==> config.mk <==
export PLATFORM = sky130hd
export DESIGN_NAME = edcca_top
export DESIGN_NICKNAME = d
export VERILOG_FILES = /design/src/edcca_pkg.sv /design/src/edcca_win_if.sv /design/src/edcca_timer.sv /design/src/edcca_judge.sv /design/src/edcca_top.sv
export SDC_FILE = /design/constraint.sdc
export NUM_CORES = 1
export LEC_CHECK = 0
export BUFFER_PORTS_ARGS = -buffer_cell sky130_fd_sc_hd__buf_2
export CORE_UTILIZATION = 45
export DETAILED_ROUTE_END_ITERATION = 8
export GPL_ROUTABILITY_DRIVEN = 0
export PLACE_DENSITY = 0.68
export SYNTH_ARGS = -nofsm -noshare
export SYNTH_HDL_FRONTEND = slang
export SYNTH_SLANG_ARGS = --single-unit
==> constraint.sdc <==
create_clock -name clk_i -period 3.6 [get_ports clk_i]
set_clock_uncertainty 0.15 [all_clocks]
set_input_delay 0.72 -clock clk_i [delete_from_list [all_inputs] [get_ports clk_i]]
set_output_delay 0.72 -clock clk_i [all_outputs]
set_load 0.005 [all_outputs]
==> src/edcca_pkg.sv <==
// constants shared by the energy detect and channel assessment block
package edcca_pkg;
    // register offsets on the register access port
    localparam logic [5:0] ADDR_STATUS = 6'h01;
    localparam logic [5:0] ADDR_ED     = 6'h07;
    localparam logic [5:0] ADDR_CCA    = 6'h08;
    localparam logic [5:0] ADDR_THRES  = 6'h09;
    localparam logic [5:0] ADDR_RXSYN  = 6'h15;

    // reset values and limits
    localparam logic [7:0] ED_RST    = 8'hFF;
    localparam logic [7:0] ED_MAX    = 8'h54;
    localparam logic [1:0] MODE_RST  = 2'h1;
    localparam logic [4:0] CHAN_RST  = 5'h00;
    localparam logic [7:0] THRES_RST = 8'h77;
    localparam logic [7:0] ZERO8     = 8'h00;

    // field positions
    localparam int REQ_BIT  = 7;
    localparam int MODE_HI  = 6;
    localparam int MODE_LO  = 5;
    localparam int CHAN_HI  = 4;
    localparam int THR_HI   = 3;
    localparam int PDT_BIT  = 7;

    // radio state codes seen on the state input
    localparam logic [4:0] ST_LISTEN     = 5'h01;
    localparam logic [4:0] ST_FRAME      = 5'h02;
    localparam logic [4:0] ST_AACK_LISTEN = 5'h03;
    localparam logic [4:0] ST_AACK_FRAME = 5'h04;

    // timing at a 4 ns clock
    localparam int CLK_NS      = 4;
    localparam int PROC_NS     = 12000;
    localparam int PROC_CYC    = (PROC_NS + CLK_NS - 1) / CLK_NS;
    localparam int SYMBOL_NS   = 16000;
    localparam int SYM_CYC_DEF = (SYMBOL_NS + CLK_NS - 1) / CLK_NS;
    localparam int LONG_SYMS   = 8;
    localparam int SHORT_SYMS  = 2;
    localparam int CNT_W       = 24;

    typedef enum logic [1:0] {
        MODE_OR  = 2'h0,
        MODE_ED  = 2'h1,
        MODE_CS  = 2'h2,
        MODE_AND = 2'h3
    } edcca_mode_t;

    typedef enum logic [2:0] {
        S_IDLE = 3'h0,
        S_ED   = 3'h1,
        S_CCA  = 3'h2,
        S_WAIT = 3'h3,
        S_FIN  = 3'h4
    } edcca_state_t;
endpackage

==> src/edcca_win_if.sv <==
// window start and completion signals between controller and timer
`timescale 1ns/1ps
interface edcca_win_if;
    logic                       start;
    logic [edcca_pkg::CNT_W-1:0] len;
    logic                       run;
    logic                       done;

    modport ctl (output start, output len, input run, input done);
    modport tmr (input start, input len, output run, output done);
endinterface

==> src/edcca_timer.sv <==
// measurement window countdown timer
`timescale 1ns/1ps
module edcca_timer (
    input  wire logic    clk_i,
    input  wire logic    rstn_i,
    edcca_win_if.tmr     win
);
    logic [edcca_pkg::CNT_W-1:0] cnt_q;
    logic                        done_q;

    // load on start, count down to zero
    always_ff @(posedge clk_i or negedge rstn_i) begin
        if (!rstn_i) begin
            cnt_q <= '0;
        end else if (win.start) begin
            cnt_q <= win.len;
        end else if (cnt_q != '0) begin
            cnt_q <= cnt_q - 1'b1;
        end
    end

    // one-cycle pulse after the last counted cycle
    always_ff @(posedge clk_i or negedge rstn_i) begin
        if (!rstn_i) begin
            done_q <= 1'b0;
        end else begin
            done_q <= (cnt_q == {{(edcca_pkg::CNT_W-1){1'b0}}, 1'b1})
                      && !win.start;
        end
    end

    assign win.run  = (cnt_q != '0);
    assign win.done = done_q;
endmodule

==> src/edcca_judge.sv <==
// busy or idle decision from energy and carrier sense
`timescale 1ns/1ps
module edcca_judge (
    input  wire edcca_pkg::edcca_mode_t mode_i,
    input  wire logic [7:0]             ed_i,
    input  wire logic [3:0]             thres_i,
    input  wire logic                   carrier_i,
    output logic                        idle_o
);
    logic       energy_busy;
    logic       busy;
    logic [8:0] limit;

    // energy threshold compare
    // 2.07 dB per threshold step is two 1.03 dB level steps
    assign limit       = {4'h0, thres_i, 1'b0};
    assign energy_busy = {1'b0, ed_i} > limit;

    always_comb begin
        case (mode_i)
            edcca_pkg::MODE_OR:  busy = carrier_i | energy_busy;
            edcca_pkg::MODE_ED:  busy = energy_busy;
            edcca_pkg::MODE_CS:  busy = carrier_i;
            edcca_pkg::MODE_AND: busy = carrier_i & energy_busy;
            default:             busy = energy_busy;
        endcase
    end

    assign idle_o = !busy;
endmodule

==> src/edcca_top.sv <==
// energy detection and clear channel assessment control
// Behaviour
// - a finished manual energy measurement pulses the shared done event.
// - in auto-ack receive states an energy request only pulses the event.
// - energy level resets to all ones, meaning never measured.
// - stored energy results are clamped to 0 through 84.
// - a write to the energy level register in the listen or frame state starts a measurement when the sequencer is idle.
// - mode 0 OR, 1 energy, 2 carrier, 3 AND.
// - host writes the request bit in a receive state to assess.
// - request bit is write-only and clears itself when taken.
// - taking a request clears the done and idle flags.
// - completion sets the done flag and pulses the done event.
// - completion sets idle flag for idle channel, clears it for busy.
// - energy busy above base level plus 2.07 dB per threshold step.
// - listening assessment lasts eight symbols plus 12 us.
// - requests outside receive states set done and pulse, no assessment.
// - in frame, modes 0,1,3 wait for a running automatic measurement, else immediate.
// - in frame, carrier-only mode completes immediately.
// - one automatic measurement per frame, eight or two symbols.
// - carrier criterion busy on a compliant signal above base level.
// - preamble detect disable keeps receiver listening for assessments.
// - manual energy measurement runs eight symbols plus 12 us then stores result.
`timescale 1ns/1ps
module edcca_top #(
    parameter int unsigned SYM_CYC  = edcca_pkg::SYM_CYC_DEF,
    parameter int unsigned PROC_CYC = edcca_pkg::PROC_CYC
) (
    input  wire logic       clk_i,
    input  wire logic       rstn_i,
    input  wire logic       reg_wr_i,
    input  wire logic       reg_rd_i,
    input  wire logic [5:0] reg_addr_i,
    input  wire logic [7:0] reg_wdata_i,
    output logic      [7:0] reg_rdata_o,
    input  wire logic [4:0] radio_state_code_i,
    input  wire logic       shr_detect_i,
    input  wire logic       high_rate_i,
    input  wire logic [7:0] energy_sample_i,
    input  wire logic       carrier_detect_i,
    output logic            measure_complete_event_o,
    output logic            preamble_detect_disable_o
);
    localparam logic [edcca_pkg::CNT_W-1:0] LONG_LEN =
        edcca_pkg::CNT_W'(edcca_pkg::LONG_SYMS * SYM_CYC);
    localparam logic [edcca_pkg::CNT_W-1:0] SHORT_LEN =
        edcca_pkg::CNT_W'(edcca_pkg::SHORT_SYMS * SYM_CYC);
    localparam logic [edcca_pkg::CNT_W-1:0] MAN_LEN =
        edcca_pkg::CNT_W'(edcca_pkg::LONG_SYMS * SYM_CYC + PROC_CYC);

    edcca_pkg::edcca_state_t state_q;
    edcca_pkg::edcca_mode_t  mode_q;
    logic [7:0] energy_result_field_q;
    logic [4:0] channel_q;
    logic [7:0] thres_q;
    logic       pdt_q;
    logic       done_q;
    logic       idle_q;
    logic       event_q;
    logic       is_cca_q;
    logic       skip_q;
    logic       src_auto_q;
    logic       frame_seen_q;
    logic [7:0] peak_q;
    logic       carrier_q;
    logic [7:0] rdata_q;

    logic       ed_wr;
    logic       cca_req;
    logic       in_listen;
    logic       in_frame;
    logic       in_aack;
    logic       auto_start;
    logic       man_start;
    logic       any_start;
    logic       any_run;
    logic [7:0] meas_ed;
    logic [7:0] judge_ed;
    logic       judge_idle;

    edcca_win_if man_win ();
    edcca_win_if auto_win ();

    edcca_timer u_man_timer (
        .clk_i  (clk_i),
        .rstn_i (rstn_i),
        .win    (man_win.tmr)
    );

    edcca_timer u_auto_timer (
        .clk_i  (clk_i),
        .rstn_i (rstn_i),
        .win    (auto_win.tmr)
    );

    edcca_judge u_judge (
        .mode_i    (mode_q),
        .ed_i      (judge_ed),
        .thres_i   (thres_q[edcca_pkg::THR_HI:0]),
        .carrier_i (carrier_q | carrier_detect_i),
        .idle_o    (judge_idle)
    );

    // request decode and radio state decode
    // a write to level starts in the listen or frame state when the sequencer is idle
    assign ed_wr     = reg_wr_i && (reg_addr_i == edcca_pkg::ADDR_ED);
    assign cca_req   = reg_wr_i && (reg_addr_i == edcca_pkg::ADDR_CCA)
                       && reg_wdata_i[edcca_pkg::REQ_BIT];
    assign in_listen = (radio_state_code_i == edcca_pkg::ST_LISTEN);
    assign in_frame  = (radio_state_code_i == edcca_pkg::ST_FRAME);
    assign in_aack   = (radio_state_code_i == edcca_pkg::ST_AACK_LISTEN)
                    || (radio_state_code_i == edcca_pkg::ST_AACK_FRAME);

    // manual window starts for energy or listening assessment
    assign man_start = (state_q == edcca_pkg::S_IDLE) && !cca_req && ed_wr
                       && (in_listen || in_frame) && !in_aack
                    || (state_q == edcca_pkg::S_IDLE) && cca_req
                       && in_listen;
    assign auto_start = shr_detect_i && !frame_seen_q && !pdt_q;
    assign any_start  = man_start || auto_start;
    assign any_run    = man_win.run || auto_win.run;

    assign man_win.start  = man_start;
    assign man_win.len    = MAN_LEN;
    assign auto_win.start = auto_start;
    // short window in high rate modes
    assign auto_win.len   = high_rate_i ? SHORT_LEN : LONG_LEN;

    assign meas_ed  = (peak_q > edcca_pkg::ED_MAX) ? edcca_pkg::ED_MAX
                                                    : peak_q;
    assign judge_ed = src_auto_q ? energy_result_field_q : meas_ed;

    // peak energy and carrier seen over the running window
    always_ff @(posedge clk_i or negedge rstn_i) begin
        if (!rstn_i) begin
            peak_q    <= edcca_pkg::ZERO8;
            carrier_q <= 1'b0;
        end else if (any_start) begin
            peak_q    <= energy_sample_i;
            carrier_q <= carrier_detect_i;
        end else if (any_run) begin
            if (energy_sample_i > peak_q) begin
                peak_q <= energy_sample_i;
            end
            carrier_q <= carrier_q | carrier_detect_i;
        end
    end

    // once-per-frame marker, cleared back in the listening or auto-ack listening state
    always_ff @(posedge clk_i or negedge rstn_i) begin
        if (!rstn_i) begin
            frame_seen_q <= 1'b0;
        end else if (auto_start) begin
            frame_seen_q <= 1'b1;
        end else if (in_listen || in_aack && !in_frame
                     && radio_state_code_i != edcca_pkg::ST_AACK_FRAME) begin
            frame_seen_q <= 1'b0;
        end
    end

    // configuration registers written by the host
    always_ff @(posedge clk_i or negedge rstn_i) begin
        if (!rstn_i) begin
            mode_q    <= edcca_pkg::edcca_mode_t'(edcca_pkg::MODE_RST);
            channel_q <= edcca_pkg::CHAN_RST;
            thres_q   <= edcca_pkg::THRES_RST;
            pdt_q     <= 1'b0;
        end else if (reg_wr_i) begin
            case (reg_addr_i)
                edcca_pkg::ADDR_CCA: begin
                    mode_q <= edcca_pkg::edcca_mode_t'(
                        reg_wdata_i[edcca_pkg::MODE_HI:edcca_pkg::MODE_LO]);
                    channel_q <= reg_wdata_i[edcca_pkg::CHAN_HI:0];
                end
                edcca_pkg::ADDR_THRES: thres_q <= reg_wdata_i;
                edcca_pkg::ADDR_RXSYN: pdt_q <= reg_wdata_i[edcca_pkg::PDT_BIT];
                default: ;
            endcase
        end
    end

    // level resets to all ones
    // automatic and manual results land in the level register
    always_ff @(posedge clk_i or negedge rstn_i) begin
        if (!rstn_i) begin
            energy_result_field_q <= edcca_pkg::ED_RST;
        end else if (auto_win.done) begin
            energy_result_field_q <= meas_ed;
        end else if (state_q == edcca_pkg::S_ED && man_win.done) begin
            energy_result_field_q <= meas_ed;
        end
    end

    // measurement sequencer
    always_ff @(posedge clk_i or negedge rstn_i) begin
        if (!rstn_i) begin
            state_q    <= edcca_pkg::S_IDLE;
            is_cca_q   <= 1'b0;
            skip_q     <= 1'b0;
            src_auto_q <= 1'b0;
        end else begin
            case (state_q)
                edcca_pkg::S_IDLE: begin
                    if (cca_req) begin
                        is_cca_q   <= 1'b1;
                        src_auto_q <= in_frame;
                        skip_q     <= !(in_listen || in_frame);
                        if (in_listen) begin
                            state_q <= edcca_pkg::S_CCA;
                        end else if (in_frame && auto_win.run
                                     && reg_wdata_i[edcca_pkg::MODE_HI:
                                        edcca_pkg::MODE_LO]
                                        != edcca_pkg::MODE_CS) begin
                            // mode written with the request decides
                            // wait for automatic window
                            state_q <= edcca_pkg::S_WAIT;
                        end else begin
                            state_q <= edcca_pkg::S_FIN;
                        end
                    end else if (ed_wr) begin
                        is_cca_q <= 1'b0;
                        if (man_start) begin
                            state_q <= edcca_pkg::S_ED;
                        end else begin
                            state_q <= edcca_pkg::S_FIN;
                        end
                    end
                end
                edcca_pkg::S_ED: begin
                    if (man_win.done) begin
                        state_q <= edcca_pkg::S_IDLE;
                    end
                end
                edcca_pkg::S_CCA: begin
                    if (man_win.done) begin
                        state_q <= edcca_pkg::S_IDLE;
                    end
                end
                edcca_pkg::S_WAIT: begin
                    if (auto_win.done) begin
                        state_q <= edcca_pkg::S_FIN;
                    end
                end
                edcca_pkg::S_FIN: state_q <= edcca_pkg::S_IDLE;
                default: state_q <= edcca_pkg::S_IDLE;
            endcase
        end
    end

    // done and idle flags; setting and clearing never share a cycle
    always_ff @(posedge clk_i or negedge rstn_i) begin
        if (!rstn_i) begin
            done_q <= 1'b0;
            idle_q <= 1'b0;
        end else if (state_q == edcca_pkg::S_CCA && man_win.done
                     || state_q == edcca_pkg::S_FIN && is_cca_q) begin
            done_q <= 1'b1;
            idle_q <= !skip_q && judge_idle;
        end else if (state_q == edcca_pkg::S_IDLE && cca_req) begin
            done_q <= 1'b0;
            idle_q <= 1'b0;
        end
    end

    always_ff @(posedge clk_i or negedge rstn_i) begin
        if (!rstn_i) begin
            event_q <= 1'b0;
        end else begin
            event_q <= (state_q == edcca_pkg::S_FIN)
                    || (state_q == edcca_pkg::S_ED && man_win.done)
                    || (state_q == edcca_pkg::S_CCA && man_win.done);
        end
    end

    // registered read data; unmapped offsets read zero
    always_ff @(posedge clk_i or negedge rstn_i) begin
        if (!rstn_i) begin
            rdata_q <= edcca_pkg::ZERO8;
        end else if (reg_rd_i) begin
            case (reg_addr_i)
                edcca_pkg::ADDR_STATUS:
                    rdata_q <= {done_q, idle_q, 1'b0, radio_state_code_i};
                edcca_pkg::ADDR_ED: rdata_q <= energy_result_field_q;
                edcca_pkg::ADDR_CCA: rdata_q <= {1'b0, mode_q, channel_q};
                edcca_pkg::ADDR_THRES: rdata_q <= thres_q;
                edcca_pkg::ADDR_RXSYN: rdata_q <= {pdt_q, 7'h00};
                default: rdata_q <= edcca_pkg::ZERO8;
            endcase
        end
    end

    assign reg_rdata_o               = rdata_q;
    assign measure_complete_event_o  = event_q;
    assign preamble_detect_disable_o = pdt_q;
endmodule

==> run_results.csv <==
group,metric,value,unit
timing,finalSetupTns,0,ns
drt,ant_nets,0,
global_routing,grt_max_degree,58,
run,drv_cap,0,
synthesis,syn_area_per_cell,9.955,µm²
clock_network,clkTransAtPathRegs,0.06,ns
pwr,p_leak,2.445,nW
synthesis,synth_edf_count,0,
global_routing,grt_pass1_wl,18510,µm
synthesis,ys_seq_area_share,48.26,%
global_routing,busiest_layer,"met2",
finish,final_cells,726,
timing,finalWorstSetupSlack,0.9131,ns
critical_path,slowest_delay,0.56,ns
finish,final_common_cell,"dfrtp_1",
synthesis,synth_cell_types,58,
finish,layout-drive-gt1-share,19.73,%
floorplanning,io_pins,44,
drt,dr.pass1.iters,7,
synthesis,async_flop_share,100.0,%
critical_path,crit_buf_inv,1,
drt,wl_per_cell,15.18,µm
clock_network,tritoncts,"built",
timing,timing.fmax,372.2,MHz
drt,vias_per_cell,5.588,
critical_path,crit_family,"simple AND/OR/NAND/NOR gates",
critical_path,slowest_stage,"nor4_1",
status,status,"completed",
timing,finalCriticalPeriod,2.687,ns
floorplanning,core,0.01142,mm²
global_routing,use_met2,33.45,%
clock_network,clock_latency,0.34,ns
critical_path,setup.worst_path.start,"radio_state_code_i[3]",
placed_design,dp_hpwl,7948,µm
drt,routed_wl,11020,µm
synthesis,yosys_warnings,0,
clock_network,cts_hold_buf,0,
drt,dr_total_vias,4057,
finish,layout_common_cells,"dfrtp_1, nor2_1, nand2_1",
global_routing,gr-usage-met1,25.37,%
synthesis,syn_nets,580,
pwr,p_per_area,585.2,mW/mm²
pwr,vdd_ir_drop_max,0.4068,mV
global_routing,grt_pass1_vias,3965,
synthesis,netlist_instances,530,
clock_network,cts_made_buffers,9,
drt,drc,0,
floorplanning,fp-row-count,39,
floorplanning,die_x,110.3,µm
timing,min_period_over_period,74.64,%
placed_design,place_inst,710,
synthesis,synth.cell_area,0.005276,mm²
critical_path,reg2reg_from,"u_auto_timer.cnt_q[19]$_DFFE_PN0P_",
clock_network,clkSinkCount,101,
critical_path,crit_type,"input port to flip-flop",
critical_path,worst_ep_required_time,3.67,ns
critical_path,arrival,2.76,ns
floorplanning,die_area,0.01216,mm²
timing,setup_violations,0,
worst_hold_path,worstHoldPathType,"input port to asynchronous set/reset pin",
global_routing,grt_util_met3,3.821,%
placed_design,dp_slack,0.5776,ns
finish,fillers,1043,
clock_network,cts_resized,0,
finish,area_delta_synth_final,13.66,%
synthesis,ys_ff_latch,101,
critical_path,cp_max_fo,8,
clock_network,cts.root.buffer_cell,"clkbuf_16",
timing,rsz0062_at_grt,"no",
critical_path,cp-start-kind,"input port",
finish,diodes,0,
placed_design,io_buffers,43,
finish,nets,628,
timing,hold_viol,0,
timing,maxSlewViolCount,0,
critical_path,end_kind,"flip-flop",
clock_network,cts.path.max_buffers,2,
placed_design,dpl_cell_area,0.005675,mm²
global_routing,track_usage,19.73,%
clock_network,cts_setup_buffers,0,
timing,maxSlewHeadroom,37.21,%
finish,fin_area,0.005997,mm²
clock_network,htree_levels,3,
global_routing,grt_antenna_before_repair,0,
timing,worst_slew_pin_slew,0.9320,ns
synthesis,yosys_most_used_dff,"dfrtp_1",
floorplanning,dieHeight,110.3,µm
critical_path,crit_chain,"buf_2 -> or3_1 -> nor4_1 -> o21a_1 -> nor2_1 -> o31ai_4 -> mux2_4",
drt,drtIter0Drc,287,
global_routing,grt.overflow.total,0,
floorplanning,initial_core_util,46.21,%
==> routing by layer <==
metal / up-vias / part of all wire [%]
met5: - / 0
met2: 75 / 49
met4: 0 / 1.3
li1: 1990 / -
met3: 14 / 4.0
met1: 1978 / 46
==> final timing paths <==
kind                       slack [ns]                              endpoint  cells past startpoint
min                              0.23                 peak_q[2]$_DFFE_PN0P_                      1
min in group clk_i               0.32              frame_seen_q$_DFFE_PN0P_                      2
max reg2reg                      0.94                 peak_q[1]$_DFFE_PN0P_                      6
max                              0.91                 peak_q[1]$_DFFE_PN0P_                      7
max in group asynchronous        2.30  energy_result_field_q[6]$_DFFE_PN1P_                      2
min reg2reg                      0.32              frame_seen_q$_DFFE_PN0P_                      2
==> synthesized netlist by cell type, drive strengths merged (8+ instances only) <==
cell / count / share of area [%]
a222oi: 8 / 1.5
nor3: 19 / 2.0
nor4: 20 / 2.5
nand2: 61 / 4.3
xnor2: 30 / 5.0
dfrtp: 86 / 41
ha: 16 / 3.8
inv: 21 / 1.5
dfstp: 15 / 7.5
nand3: 12 / 1.1
o21ai: 23 / 2.2
mux2: 24 / 5.7
nor2: 67 / 4.8
xor2: 10 / 1.7
a31oi: 8 / 0.95
or3: 8 / 0.95
a21oi: 18 / 1.7
==> area by class of cell <==
type	count	area, µm²	share of cell area [%]
Inverter	21	78.83	1.314
Timing Repair Buffer	49	275.3	4.590
Sequential cell	101	2546	42.46
Multi-Input combinational cell	396	2596	43.29
Clock inverter	4	55.05	0.9180
Clock buffer	12	266.5	4.444
Tap cell	143	178.9	2.984
==> kinds of logic (layout without fill, tap and decap cells) <==
family / count (synthesis) / after routing / share of synthesized area [%]
AOI/OAI and AO/OA: 83 / 83 / 10.53
buffers and inverters: 33 / 86 / 2.538
adders and majority gates: 16 / 16 / 3.794
DFF: 101 / 101 / 48.26
xor gates and xnor gates: 40 / 40 / 6.640
and+or+nand+nor: 232 / 232 / 22.36
muxes: 25 / 25 / 5.881
==> worst register-to-register path: stages (launching register included) <==
cell and delay [ns]:
dfrtp_1 0.42, nor4_1 0.63, nand4b_4 0.19, or2_1 0.43, nor3_4 0.24, o31ai_4 0.16, mux2_4 0.34
==> power breakdown <==
part | internal [mW] | total, mW | switching, mW | leakage, nW
sequential | 1.35 | 1.56 | 0.210 | 1.17
combinational | 0.454 | 0.932 | 0.478 | 1.12
clock | 0.598 | 1.02 | 0.419 | 0.155
==> stage by stage <==
step                      hold WS (ns)  utilization, %  power [mW]
after floorplan                 0.2744               -       2.249
after global placement          0.3141           49.70       2.457
after detailed placement        0.3124           49.70       2.508
after CTS                       0.2556           52.52       3.544
after global routing            0.2862           52.52       3.747
final                           0.2336           52.52       3.509
==> state kept, by name (all words and copies together) (netlist names), 2 cells and up <==
name / cells
energy_result_field_q: 8
channel_q: 5
reg_rdata_o: 8
mode_q: 2
u_auto_timer.cnt_q: 24
peak_q: 8
thres_q: 8
u_man_timer.cnt_q: 24
state_q: 3
Power figures use the tool's default switching activity.
